### src/hw/rrc_pkg.sv
`default_nettype none
package rrc_pkg;

	// ----------------------------------------------------------------
	// Clock and timing
	// ----------------------------------------------------------------
	localparam int unsigned RRC_CLK_HZ      = 20_000_000;
	localparam int unsigned RRC_DEBOUNCE_MS = 100;
	localparam int unsigned RRC_WORD_GAP_S  = 10;
	localparam int unsigned RRC_CNT_W       = 28;
	// Debounce rounds down (exact here); gap limit is a plain product, nothing rounds
	localparam int unsigned RRC_DEB_CYC     = RRC_DEBOUNCE_MS * (RRC_CLK_HZ / 1000);
	localparam int unsigned RRC_GAP_CYC     = RRC_WORD_GAP_S * RRC_CLK_HZ;

	// ----------------------------------------------------------------
	// Word codes, bit set = line changed (lines 3..0)
	// ----------------------------------------------------------------
	typedef logic [3:0] rrc_word_t;
	localparam rrc_word_t RRC_W_START   = 4'hF;
	localparam rrc_word_t RRC_W_EXECUTE = 4'hC;
	localparam rrc_word_t RRC_W_AUTO    = 4'h2;
	localparam rrc_word_t RRC_W_REMOTE  = 4'h1;
	localparam rrc_word_t RRC_W_MOD1    = 4'hD;
	localparam rrc_word_t RRC_W_MOD2    = 4'hE;
	localparam rrc_word_t RRC_W_DEMOD1  = 4'h9;
	localparam rrc_word_t RRC_W_DEMOD2  = 4'hA;
	localparam rrc_word_t RRC_W_NONE    = 4'h0;
	localparam rrc_word_t RRC_PRIME_MIN = 4'h1;
	localparam rrc_word_t RRC_PRIME_MAX = 4'h8;
	// Pulled-up lines read high when open
	localparam rrc_word_t RRC_LINES_IDLE = 4'hF;

	// ----------------------------------------------------------------
	// Backup units: 0 mod 1, 1 mod 2, 2 demod 1, 3 demod 2
	// ----------------------------------------------------------------
	localparam int unsigned RRC_NUM_BACKUP = 4;
	typedef logic [1:0] rrc_sel_t;

	typedef struct packed {
		logic      online;
		rrc_word_t prime;
	} rrc_backup_s;

	typedef enum logic [1:0] {
		ST_IDLE,
		ST_FUNC,
		ST_SEL,
		ST_EXEC
	} rrc_state_e;

	typedef enum logic [2:0] {
		PK_NONE,
		PK_AUTO,
		PK_REMOTE,
		PK_ONLINE,
		PK_OFFLINE
	} rrc_pend_e;

endpackage
`default_nettype wire

### src/hw/rrc_decoder.sv
// Contract
// - Four pulled-up lines; open reads high
// - Word recognised 100 ms after change
// - Repeated word registers only once
// - Command is three or four words
// - Order: start, function, target, execute
// - Target only for putting backup online
// - Act only after valid words and execute
// - Over 10 s gap clears, await start
// - Start word always restarts the sequence
// - Start, execute, auto, remote word codes
// - Backup selector word codes
// - Target word is prime 1..8 binary
// - Auto accepted only in remote mode
// - Remote from other modes; others need remote
// - Selector+target online; selector+execute offline
`timescale 1ns/100ps
`default_nettype none
module rrc_decoder
	import rrc_pkg::*;
#(
	parameter logic [RRC_CNT_W-1:0] DEB_CYC = RRC_CNT_W'(RRC_DEB_CYC),
	parameter logic [RRC_CNT_W-1:0] GAP_CYC = RRC_CNT_W'(RRC_GAP_CYC)
) (
	input  wire logic                       sys_clk,
	input  wire logic                       resetn,
	input  wire logic                       cmdLineBit3,
	input  wire logic                       cmdLineBit2,
	input  wire logic                       cmdLineBit1,
	input  wire logic                       cmdLineBit0,
	output var  logic                       modeRemote,
	output var  rrc_backup_s [RRC_NUM_BACKUP-1:0] backupState,
	output var  logic                       cmdDone,
	output var  logic                       cmdReject
);

	// ----------------------------------------------------------------
	// Declarations
	// ----------------------------------------------------------------
	rrc_word_t                       lines;
	rrc_word_t                       prevSample_ff;
	rrc_word_t                       refLevel_ff;
	logic [RRC_CNT_W-1:0]            debCnt_ff;
	logic                            wordStb_ff;
	rrc_word_t                       wordCode_ff;
	rrc_word_t                       lastWord_ff;
	logic                            newWord;
	logic [RRC_CNT_W-1:0]            gapCnt_ff;
	logic                            gapExpired;
	rrc_state_e                      state_ff;
	rrc_state_e                      nxt_state;
	rrc_pend_e                       pend_ff;
	rrc_pend_e                       nxt_pend;
	rrc_pend_e                       applyKind;
	rrc_sel_t                        selIdx_ff;
	rrc_sel_t                        nxt_selIdx;
	rrc_word_t                       target_ff;
	rrc_word_t                       nxt_target;
	logic                            rejectNow;
	logic                            isSel;
	rrc_sel_t                        selCode;
	logic                            modeRemote_ff;
	rrc_backup_s [RRC_NUM_BACKUP-1:0] backup_ff;
	logic                            cmdDone_ff;
	logic                            cmdReject_ff;

	// Lines arrive already synchronous; open line reads as one
	assign lines = {cmdLineBit3, cmdLineBit2, cmdLineBit1, cmdLineBit0};

	// ----------------------------------------------------------------
	// Debounce and word forming
	// ----------------------------------------------------------------
	// Any wobble restarts the settle time, so contact bounce never forms a word
	always_ff @(posedge sys_clk or negedge resetn) begin
		if (!resetn) begin
			prevSample_ff <= RRC_LINES_IDLE;
			debCnt_ff     <= '0;
			refLevel_ff   <= RRC_LINES_IDLE;
			wordStb_ff    <= 1'b0;
			wordCode_ff   <= RRC_W_NONE;
		end else begin
			prevSample_ff <= lines;
			wordStb_ff    <= 1'b0;
			if (lines != prevSample_ff || lines == refLevel_ff) begin
				debCnt_ff <= '0;
			end else if (debCnt_ff == DEB_CYC - 1'b1) begin
				debCnt_ff   <= '0;
				refLevel_ff <= lines;
				wordStb_ff  <= 1'b1;
				wordCode_ff <= lines ^ refLevel_ff;
			end else begin
				debCnt_ff <= debCnt_ff + 1'b1;
			end
		end
	end

	// ----------------------------------------------------------------
	// Repeat filter
	// ----------------------------------------------------------------
	// Return-to-zero senders produce the same code twice; the echo is dropped
	assign newWord = wordStb_ff && (wordCode_ff != lastWord_ff);

	always_ff @(posedge sys_clk or negedge resetn) begin
		if (!resetn) begin
			lastWord_ff <= RRC_W_NONE;
		end else if (gapExpired) begin
			lastWord_ff <= RRC_W_NONE;
		end else if (newWord) begin
			lastWord_ff <= wordCode_ff;
		end
	end

	// ----------------------------------------------------------------
	// Inter-word gap timer
	// ----------------------------------------------------------------
	assign gapExpired = (state_ff != ST_IDLE) && !newWord && (gapCnt_ff == GAP_CYC - 1'b1);

	always_ff @(posedge sys_clk or negedge resetn) begin
		if (!resetn) begin
			gapCnt_ff <= '0;
		end else if (newWord || state_ff == ST_IDLE || gapExpired) begin
			gapCnt_ff <= '0;
		end else begin
			gapCnt_ff <= gapCnt_ff + 1'b1;
		end
	end

	// ----------------------------------------------------------------
	// Word sequencer
	// ----------------------------------------------------------------
	// Selector decode
	always_comb begin
		isSel   = 1'b1;
		selCode = 2'd0;
		case (wordCode_ff)
			RRC_W_MOD1:   selCode = 2'd0;
			RRC_W_MOD2:   selCode = 2'd1;
			RRC_W_DEMOD1: selCode = 2'd2;
			RRC_W_DEMOD2: selCode = 2'd3;
			default:      isSel   = 1'b0;
		endcase
	end

	// Next state; any wrong word drops back to waiting for start
	always_comb begin
		nxt_state  = state_ff;
		nxt_pend   = pend_ff;
		nxt_selIdx = selIdx_ff;
		nxt_target = target_ff;
		applyKind  = PK_NONE;
		rejectNow  = 1'b0;
		if (gapExpired) begin
			nxt_state = ST_IDLE;
			nxt_pend  = PK_NONE;
		end else if (newWord && wordCode_ff == RRC_W_START) begin
			nxt_state = ST_FUNC;
			nxt_pend  = PK_NONE;
		end else if (newWord) begin
			nxt_state = ST_IDLE;
			case (state_ff)
				ST_IDLE: begin
					nxt_state = ST_IDLE;
				end
				ST_FUNC: begin
					if (wordCode_ff == RRC_W_AUTO && modeRemote_ff) begin
						nxt_pend  = PK_AUTO;
						nxt_state = ST_EXEC;
					end else if (wordCode_ff == RRC_W_REMOTE && !modeRemote_ff) begin
						nxt_pend  = PK_REMOTE;
						nxt_state = ST_EXEC;
					end else if (isSel && modeRemote_ff) begin
						nxt_selIdx = selCode;
						nxt_state  = ST_SEL;
					end else begin
						rejectNow = 1'b1;
					end
				end
				ST_SEL: begin
					if (wordCode_ff == RRC_W_EXECUTE) begin
						applyKind = PK_OFFLINE;
					end else if (wordCode_ff >= RRC_PRIME_MIN &&
						wordCode_ff <= RRC_PRIME_MAX) begin
						nxt_target = wordCode_ff;
						nxt_pend   = PK_ONLINE;
						nxt_state  = ST_EXEC;
					end else begin
						rejectNow = 1'b1;
					end
				end
				ST_EXEC: begin
					if (wordCode_ff == RRC_W_EXECUTE) begin
						applyKind = pend_ff;
					end else begin
						rejectNow = 1'b1;
					end
				end
				default: begin
					nxt_state = ST_IDLE;
				end
			endcase
			if (nxt_state == ST_IDLE) begin
				nxt_pend = PK_NONE;
			end
		end
	end

	always_ff @(posedge sys_clk or negedge resetn) begin
		if (!resetn) begin
			state_ff  <= ST_IDLE;
			pend_ff   <= PK_NONE;
			selIdx_ff <= 2'd0;
			target_ff <= RRC_W_NONE;
		end else begin
			state_ff  <= nxt_state;
			pend_ff   <= nxt_pend;
			selIdx_ff <= nxt_selIdx;
			target_ff <= nxt_target;
		end
	end

	// ----------------------------------------------------------------
	// Operating mode and backup status
	// ----------------------------------------------------------------
	// Powers up in automatic operation
	always_ff @(posedge sys_clk or negedge resetn) begin
		if (!resetn) begin
			modeRemote_ff <= 1'b0;
		end else if (applyKind == PK_REMOTE) begin
			modeRemote_ff <= 1'b1;
		end else if (applyKind == PK_AUTO) begin
			modeRemote_ff <= 1'b0;
		end
	end

	// One backup changes per command; the rest hold
	always_ff @(posedge sys_clk or negedge resetn) begin
		if (!resetn) begin
			backup_ff <= '0;
		end else begin
			for (int i = 0; i < RRC_NUM_BACKUP; i++) begin
				if (selIdx_ff == rrc_sel_t'(i)) begin
					if (applyKind == PK_ONLINE) begin
						backup_ff[i].online <= 1'b1;
						backup_ff[i].prime  <= target_ff;
					end else if (applyKind == PK_OFFLINE) begin
						backup_ff[i].online <= 1'b0;
						backup_ff[i].prime  <= RRC_W_NONE;
					end
				end
			end
		end
	end

	// Result pulses
	always_ff @(posedge sys_clk or negedge resetn) begin
		if (!resetn) begin
			cmdDone_ff   <= 1'b0;
			cmdReject_ff <= 1'b0;
		end else begin
			cmdDone_ff   <= (applyKind != PK_NONE);
			cmdReject_ff <= rejectNow || gapExpired;
		end
	end

	assign modeRemote  = modeRemote_ff;
	assign backupState = backup_ff;
	assign cmdDone     = cmdDone_ff;
	assign cmdReject   = cmdReject_ff;

	// ----------------------------------------------------------------
	// Assertions
	// ----------------------------------------------------------------
	// Helper: cycles the lines have held still
	logic [RRC_CNT_W-1:0] stableCnt_ff;
	always_ff @(posedge sys_clk or negedge resetn) begin
		if (!resetn) begin
			stableCnt_ff <= '0;
		end else if (lines != prevSample_ff) begin
			stableCnt_ff <= '0;
		end else if (stableCnt_ff != '1) begin
			stableCnt_ff <= stableCnt_ff + 1'b1;
		end
	end

	a_debounce_settle: assert property (@(posedge sys_clk) disable iff (!resetn)
		wordStb_ff |-> ($past(stableCnt_ff) >= DEB_CYC - 1'b1))
		else $error("word formed before settle time");
	a_word_from_ref: assert property (@(posedge sys_clk) disable iff (!resetn)
		wordStb_ff |-> (wordCode_ff == (refLevel_ff ^ $past(refLevel_ff))))
		else $error("word code not change pattern");
	a_repeat_ignored: assert property (@(posedge sys_clk) disable iff (!resetn)
		(wordStb_ff && !newWord && !gapExpired) |=> $stable(state_ff) && !cmdDone_ff)
		else $error("repeated word acted on");
	a_start_restarts: assert property (@(posedge sys_clk) disable iff (!resetn)
		(newWord && wordCode_ff == RRC_W_START) |=> (state_ff == ST_FUNC))
		else $error("start word did not restart");
	a_gap_timeout: assert property (@(posedge sys_clk) disable iff (!resetn)
		gapExpired |=> (state_ff == ST_IDLE) && cmdReject_ff && (lastWord_ff == RRC_W_NONE))
		else $error("gap timeout not handled");

	// Result pulses land on the same edge as the state change they report
	a_auto_gate: assert property (@(posedge sys_clk) disable iff (!resetn)
		(newWord && state_ff == ST_FUNC && wordCode_ff == RRC_W_AUTO && !modeRemote_ff)
		|=> (state_ff == ST_IDLE) && cmdReject_ff && !cmdDone_ff)
		else $error("auto accepted outside remote");
	a_local_locked: assert property (@(posedge sys_clk) disable iff (!resetn)
		!modeRemote_ff |=> $stable(backup_ff))
		else $error("backup changed outside remote");
	a_exec_required: assert property (@(posedge sys_clk) disable iff (!resetn)
		$changed(modeRemote_ff) |-> $past(newWord) && ($past(wordCode_ff) == RRC_W_EXECUTE))
		else $error("mode changed without execute");
	a_offline_direct: assert property (@(posedge sys_clk) disable iff (!resetn)
		(newWord && state_ff == ST_SEL && wordCode_ff == RRC_W_EXECUTE)
		|=> !backup_ff[selIdx_ff].online && cmdDone_ff)
		else $error("selector then execute not offline");
	a_prime_range: assert property (@(posedge sys_clk) disable iff (!resetn)
		(applyKind == PK_ONLINE) |=> backup_ff[$past(selIdx_ff)].online &&
		(backup_ff[$past(selIdx_ff)].prime >= RRC_PRIME_MIN) &&
		(backup_ff[$past(selIdx_ff)].prime <= RRC_PRIME_MAX))
		else $error("online prime out of range");

	c_enter_remote: cover property (@(posedge sys_clk) disable iff (!resetn)
		$rose(modeRemote_ff));
	c_backup_online: cover property (@(posedge sys_clk) disable iff (!resetn)
		applyKind == PK_ONLINE);
	c_gap_timeout: cover property (@(posedge sys_clk) disable iff (!resetn)
		gapExpired);
	c_repeat_word: cover property (@(posedge sys_clk) disable iff (!resetn)
		wordStb_ff && !newWord);

endmodule
`default_nettype wire

### config.mk
export PLATFORM = sky130hd
export DESIGN_NAME = rrc_decoder
export DESIGN_NICKNAME = d
export VERILOG_FILES = /design/src/hw/rrc_pkg.sv /design/src/hw/rrc_decoder.sv
export SDC_FILE = /design/constraint.sdc
export NUM_CORES = 1
export LEC_CHECK = 0
export BUFFER_PORTS_ARGS = -buffer_cell sky130_fd_sc_hd__clkbuf_2
export CAP_MARGIN = 5
export CELL_PAD_IN_SITES_DETAIL_PLACEMENT = 0
export CELL_PAD_IN_SITES_GLOBAL_PLACEMENT = 1
export CORE_MARGIN = 2
export CORE_UTILIZATION = 30
export CTS_CLUSTER_SIZE = 24
export DETAILED_ROUTE_END_ITERATION = 8
export PLACE_DENSITY_LB_ADDON = 0.05
export SETUP_SLACK_MARGIN = 0.4
export SKIP_CTS_REPAIR_TIMING = 1
export SLEW_MARGIN = 40
export SYNTH_ARGS = -nofsm -noshare
export SYNTH_HDL_FRONTEND = slang
export SYNTH_SLANG_ARGS = --single-unit
### constraint.sdc
create_clock -name sys_clk -period 3.3 [get_ports sys_clk]
set_input_delay 0.33 -clock sys_clk [delete_from_list [all_inputs] [get_ports sys_clk]]
set_output_delay 0.33 -clock sys_clk [all_outputs]
set_load 0.02 [all_outputs]
==> results of run 1 <==
==> cells by family after synthesis <==
logic type / after synthesis / share of synthesized area (%)
mux: 11 / 2.97
flops: 106 / 51.5
buf+inv: 33 / 2.66
simple gates: 219 / 21.1
xor+xnor: 64 / 10.8
compound gates: 62 / 9.53
fa+ha+maj: 6 / 1.45
==> report_power, final <==
| part | total, mW | leakage (nW) | switching [mW] | internal (mW) |
|---|---|---|---|---|
| clock network | 1.14 | 0.151 | 0.517 | 0.618 |
| registers | 1.31 | 1.45 | 0.00401 | 1.31 |
| logic | 0.0603 | 0.822 | 0.0453 | 0.0150 |
==> registers in the layout, indices dropped and copies added, names as in the netlist <==
| register | flops |
|---|---|
| backupState | 20 |
| cmdDone | 1 |
| cmdReject | 1 |
| debCnt_ff | 28 |
| gapCnt_ff | 28 |
| lastWord_ff | 4 |
| modeRemote | 1 |
| pend_ff | 2 |
| prevSample_ff | 4 |
| refLevel_ff | 4 |
| selIdx_ff | 2 |
| state_ff | 2 |
| target_ff | 4 |
| wordCode_ff | 4 |
| wordStb_ff | 1 |
==> cells in the final DEF (no fill, tap or decap), types with 2 or more instances in the layout <==
master,n
sky130_fd_sc_hd__a22o_1,6
sky130_fd_sc_hd__o2bb2ai_1,2
sky130_fd_sc_hd__nor4b_1,2
sky130_fd_sc_hd__nor4_1,11
sky130_fd_sc_hd__a21oi_1,8
sky130_fd_sc_hd__nor2b_1,3
sky130_fd_sc_hd__ha_1,6
sky130_fd_sc_hd__and3_1,8
sky130_fd_sc_hd__buf_4,9
sky130_fd_sc_hd__nor3b_1,2
sky130_fd_sc_hd__inv_1,15
sky130_fd_sc_hd__or3_1,3
sky130_fd_sc_hd__a21o_1,2
sky130_fd_sc_hd__xor2_1,30
sky130_fd_sc_hd__mux2_4,8
sky130_fd_sc_hd__nor2_1,71
sky130_fd_sc_hd__mux2_2,3
sky130_fd_sc_hd__and4_1,5
sky130_fd_sc_hd__nand3_1,29
sky130_fd_sc_hd__dfstp_2,8
sky130_fd_sc_hd__clkbuf_2,27
sky130_fd_sc_hd__o21ai_0,11
sky130_fd_sc_hd__clkbuf_16,9
sky130_fd_sc_hd__nand2b_1,5
sky130_fd_sc_hd__a32o_1,16
sky130_fd_sc_hd__o41a_1,2
sky130_fd_sc_hd__and2_1,2
sky130_fd_sc_hd__o22ai_1,2
sky130_fd_sc_hd__nand2_1,33
sky130_fd_sc_hd__nor3_1,19
sky130_fd_sc_hd__dfrtp_1,98
sky130_fd_sc_hd__nand4_1,16
sky130_fd_sc_hd__xnor2_1,34
==> worst register-to-register path, cell delays in order (launching register included) <==
cell and delay (ns):
sky130_fd_sc_hd__dfstp_2 0.53, sky130_fd_sc_hd__xor2_1 0.07, sky130_fd_sc_hd__nor4_2 0.30, sky130_fd_sc_hd__o41ai_1 0.18
sky130_fd_sc_hd__or4_1 0.82, sky130_fd_sc_hd__mux2_4 0.39
==> final timing paths <==
| path | from | to | slack [ns] |
|---|---|---|---|
| max in group asynchronous | resetn | refLevel_ff[1] | 2.50 |
| worst min-delay path | resetn | backupState[18] | 0.02 |
| worst max register to register | prevSample_ff[3] | wordCode_ff[3] | 0.88 |
| worst min register to register | backupState[0] | backupState[0] | 0.49 |
| min in group sys_clk | cmdLineBit3 | prevSample_ff[3] | 0.10 |
| worst max-delay path | prevSample_ff[3] | wordCode_ff[3] | 0.88 |
==> through the flow <==
stage,instances,worst slack (ns),instance area [um^2]
6_report,761,0.883,5920
5_1_grt,761,0.725,5920
4_1_cts,761,0.859,5920
3_5_place_dp,745,0.850,5610
3_3_place_gp,745,0.821,5600
2_1_floorplan,501,1.24,5170
==> per-layer routing <==
layer / GRT usage (%) / part of all wire [%] / up-vias
met4: 5.56 / 1.7 / 0
met5: 0 / 0 / -
met2: 21.1 / 44 / 45
li1: - / - / 1840
met3: 1.98 / 2.7 / 10
met1: 19.3 / 51 / 1826
==> final cells by class <==
cell class | instances | area [um^2]
clock buffers | 10 | 239
clock inverters | 6 | 71.3
fillers | 1768 | 11100
inverters | 15 | 56.3
multi-input cells | 362 | 2390
flip-flops and latches | 106 | 2660
well taps | 225 | 282
repair buffers | 37 | 223
==> results.md, run 1 <==
Run status:
- The flow ran to the end, and the final reports show no timing, DRC or antenna violations.

Placed design:
- The global placement routability congestion is 0.761.
- The final HPWL from detailed placement is 7770 um.
- The number of input and output port buffers inserted is 28.

Pwr:
- The completed layout was analyzed and its total power is 2.50 mW.
- The cell leakage power is 2.43 nW.
- The total power density per cell area is 423 mW/mm^2.
- The maximum ir drop on the vdd rail is 0.000227 V.

Worst setup path:
- The largest driver fanout on the critical path is 8.
- The element type at the critical path start is a flop.
- In this design, the stage delay of the slowest critical-path cell is 0.82 ns.
- Walking the worst path, the cells encountered are xor2_1, nor4_2, o41ai_1, or4_1, mux2_4.
- The count of buffering cells on the critical path with inverters included is 0.
- The depth of the critical timing path with buffers and inverters included is 5.
- The worst setup path is of the flop to flop kind.
- The data arrival time of the critical path is 2.65 ns.
- The critical-path cell with the highest stage delay is sky130_fd_sc_hd__or4_1.
- STA classifies the critical path endpoint as a flop.
- STA puts the critical path data required time at 3.54 ns.
- Measured in cells, the most critical reg-to-reg path has a length of 5.
- The gate family responsible for the most delay along the worst path is simple AND/OR/NAND/NOR gates.

Yosys:
- In this run, synthesis produced a sequential element count of 106.
- The proportion of synthesized flip-flops having asynchronous set or reset is 100%.
- The most used flip-flop cell after synthesis is sky130_fd_sc_hd__dfrtp_1.
- The count of yosys warnings during synthesis is 0.
- The cell area after synthesis is 0.00517 mm^2.
- Sorting the synthesized cells by area gives the leading types as sky130_fd_sc_hd__dfrtp_1, sky130_fd_sc_hd__xnor2_1, sky130_fd_sc_hd__nor2_1.
- The fraction of post-synthesis cell area in the top cell type by area is 47.4%.
- The synthesized instance count is 501.
- The mean instance size in the synthesized netlist is 10.3 um^2.
- Among all cell types in the netlist, the one instantiated most often is sky130_fd_sc_hd__dfrtp_1.
- The commonest cells after synthesis are sky130_fd_sc_hd__dfrtp_1, sky130_fd_sc_hd__nor2_1, sky130_fd_sc_hd__xnor2_1, sky130_fd_sc_hd__nand2_1, sky130_fd_sc_hd__xor2_1.
- The synthesized design contains 0 enable-type register cells.
- The number of different library cells in the post-synthesis netlist is 55.
- The register area share after synthesis is 51.5%.
- The biggest area contributor in the post-synthesis netlist is sky130_fd_sc_hd__dfrtp_1.
- The post-synthesis net count is 513.

STA:
- The worst slew margin relative to its limit is 48.3%.
- The highest clock frequency the design can meet is 414 MHz.
- The clock tree skew after final layout is 0.0124 ns.
- The final setup violation count is 0.
- Summed over all failing endpoints, the final setup total negative slack is 0 ns.
- The count of pins over their slew limit is 0.
- The worst hold slack after final layout is 0.0173 ns.
- The transition time of the tightest slew-check pin is 0.773 ns.
- The routed design could run at a clock period as short as 2.42 ns.
- Setup repair after global routing left no endpoint under its margin.
- After layout, the worst path uses 73.2% of the clock period.
- The final count of hold timing violations was 0.

Die:
- The region available for standard cell placement spans 0.0171 mm^2.
- The floorplan has 48 rows.
- The floorplan step set the die width to 135 um.
- The chip height is 135 um.
- The number of top-level pins is 29.
- The floorplan step defined a die boundary enclosing 0.0183 mm^2.
- The initial utilization of the core area, before any placement, comes to 30.3%.

Final layout:
- Cells with a size suffix above 1 make up 14.9% of the layout.
- The net count of the finished layout is 543.
- The core utilization of the finished layout is 34.7%.
- The number of antenna repair diodes is 0.
- The area added between synthesis and finish is 14.5%.

GRT:
- The initial antenna violation count is 0.
- The number of global-route vias before repair is 3713.
- The first global-routing pass estimated 19800 um of wire.
- Entering global routing, the biggest net connects 56 pins.
- The sum of overflow across all layers after global routing is 0.
- For this run, the total global-route usage over all layers was measured as 13.7%.

Clock tree:
- The CTS tree is done.
- For this design, the sink count on the clock tree is 106.
- The H-tree depth is 3.
- The clock tree buffer depth is 2.
- The cell sitting at the root of the clock tree is a sky130_fd_sc_hd__clkbuf_16.
- At the later pin of the worst-skew pair, clock insertion delay measures 0.36 ns.
- The number of buffers added by the clock tree synthesis step is 9.
- Clock-pin slew was measured on the worst setup and hold paths at 0.08 ns.

Routing:
- The count of antenna-violating nets left after detailed routing is 0.
- After detailed routing, the number of vias per cell comes to 4.89.
- The per-cell routed wire length is 15.3 um.
- The final wirelength is 11600 um.
- The first-pass iteration count of the detailed router is 4.
- The post-detailed-route DRC marker count is 0.
- The first-iteration detailed-routing DRC count is 153.
- For this block, the via count after detailed routing is 3721.

Flow run:
- The reported max-cap violation count is 0.

Min path:
- The path type of the worst min-delay path is input pin to async pin.
No activity file was read; power rests on OpenSTA's default activity.
==> inputs of run 2 (changes only) <==
==> constraint.sdc (replaced) <==
create_clock -name sys_clk -period 2.5 [get_ports sys_clk]
set_input_delay 0.25 -clock sys_clk [delete_from_list [all_inputs] [get_ports sys_clk]]
set_output_delay 0.25 -clock sys_clk [all_outputs]
set_load 0.02 [all_outputs]
==> results.md, run 2 (synthesis results as in run 1) <==
Die:
- The number of top-level pins is 29.
- The core outline area is 0.0171 mm^2.
- The initial core utilization is 30.3%.
- The die outline width is 135 um.
- The number of core rows is 48.
- The chip height is 135 um.
- The die covers 0.0183 mm^2.

Routing:
- In the routed design, unresolved DRC markers number 0.
- The average vias per placed instance is 4.91.
- The first-pass iteration count of the detailed router is 4.
- The final route contains 3778 vias.
- The count of antenna-violating nets left after detailed routing is 0.
- The first routing iteration left 164 violations.
- The routed design has 11700 um of wire.
- The per-cell routed wire length is 15.1 um.

Worst setup path:
- STA classifies the critical path endpoint as a flop.
- The critical path is of the flop to flop type.
- In this run the register-to-register setup slack is 0.38 ns.
- For the worst setup path, the data required time is 2.74 ns.
- STA classifies the critical path startpoint as a flop.
- The data arrival time of the critical path is 2.37 ns.
- The largest driver fanout on the critical path is 8.

Min path:
- The worst hold path belongs to the class input pin to flop.

STA:
- The transition time of the tightest slew-check pin is 0.637 ns.
- The count of pins over their slew limit is 0.
- Setup violations remaining at the end of the flow were counted as 0.
- The highest clock frequency the design can meet is 471 MHz.
- The time the final worst path needs with I/O delays and setup is 2.12 ns.
- The total negative setup slack is 0 ns.
- The final count of hold timing violations is 0.
- The worst slew margin relative to its limit is 57.5%.
- Hold is met by 0.0243 ns.
- Setup repair after global routing could not meet its margin everywhere.
- The clock tree skew after final layout is 0.0103 ns.
- The fraction of the cycle the final worst path needs is 85.0%.

Placed design:
- The global placement routability congestion is 0.750.
- The final HPWL from detailed placement is 7980 um.
- Summing all placed instances gives a cell area of 0.00566 mm^2.
- After detailed placement, the design holds a cell count of 753.
- Buffers placed on the I/O ports in this run total 28.

Final layout:
- At the end of the flow the core is filled with cells to 35.4%.
- The share of layout cells above drive strength 1 is 17.8%.
- After routing the design area is 0.00604 mm^2.
- The number of antenna diodes in the final layout is 0.
- For this run, the post-layout net count is 552.
- The most common library cell in the layout ignoring fill and taps is sky130_fd_sc_hd__dfrtp_1.
- From synthesis to final layout, the design area changed by 16.6%.
- The post-route non-filler standard cell count is 770.
- In the layout the commonest cells are sky130_fd_sc_hd__dfrtp_1, sky130_fd_sc_hd__nor2_1, sky130_fd_sc_hd__xnor2_1.

GRT:
- Entering global routing, the biggest net connects 49 pins.
- The global-route wire length before repair is 20400 um.
- The sum of overflow across all layers after global routing is 0.
- The overall routing resource usage is 14.1%.
- The initial antenna violation count came to 0.
- The number of global-route vias before repair was 3909.

Clock tree:
- The root buffer cell chosen for the clock tree is sky130_fd_sc_hd__clkbuf_16.
- The number of buffers added by the clock tree synthesis step is 9.
- Clock-pin slew was measured on the worst setup and hold paths at 0.08 ns.
- The clock sink count is 106.
- The clock reaches the later pin of the worst-skew pair after 0.35 ns.
- The clock tree buffer depth is 2.
- The H-tree depth is 3.
- The CTS tree is done.

Pwr:
- VDD sags by at most 0.000297 V.
- The cell leakage power is 2.46 nW.
- In this run the power density over the cells is 538 mW/mm^2.

Run status:
- The run finished with clean final reports.

Flow run:
- The reported max-cap violation count is 0.
## run 2: layout make-up
class,instances,area [um^2]
Timing Repair Buffer,46,300
Tap cell,225,282
Clock inverter,6,65.1
Inverter,15,56.3
Sequential cell,106,2670
Fill cell,1770,11000
Clock buffer,10,229
Multi-Input combinational cell,362,2440
## run 2: critical path: stages, from the launching register on
cell and delay (ns):
sky130_fd_sc_hd__dfstp_2 0.53, sky130_fd_sc_hd__xor2_1 0.07, sky130_fd_sc_hd__nor4_2 0.33, sky130_fd_sc_hd__o41ai_2 0.17, sky130_fd_sc_hd__or4_1 0.43, sky130_fd_sc_hd__buf_6 0.17, sky130_fd_sc_hd__mux2_4 0.30
## run 2: per-stage QoR
step	power [mW]	setup WS (ns)
after floorplan	1.79	0.439
final	3.25	0.376
after detailed placement	1.85	0.250
after global routing	3.40	0.298
after CTS	3.32	0.237
after global placement	1.85	0.288
## run 2: worst paths after layout
| kind | from | end | depth (start not counted) |
|---|---|---|---|
| worst min register to register | backupState[10] | backupState[10] | 1 |
| worst min-delay path | cmdLineBit2 | prevSample_ff[2] | 1 |
| worst max-delay path | prevSample_ff[1] | wordCode_ff[2] | 6 |
| max in group asynchronous | resetn | gapCnt_ff[5] | 3 |
| min in group asynchronous | resetn | backupState[17] | 2 |
| worst max register to register | prevSample_ff[1] | wordCode_ff[2] | 6 |
## run 2: report_power, final
part | total, mW | internal, mW | switching, mW
Clock | 1.43 | 0.780 | 0.654
Combinational | 0.0848 | 0.0235 | 0.0612
Sequential | 1.73 | 1.72 | 0.00578
Total | 3.25 | 2.53 | 0.721
## run 2: layer usage
layer,up-vias,routed length [um],GRT usage (%)
li1,1863,-,-
met4,0,194,5.73
met2,28,5460,22.9
met3,13,227,1.98
met1,1874,5770,19.1
met5,-,0,0
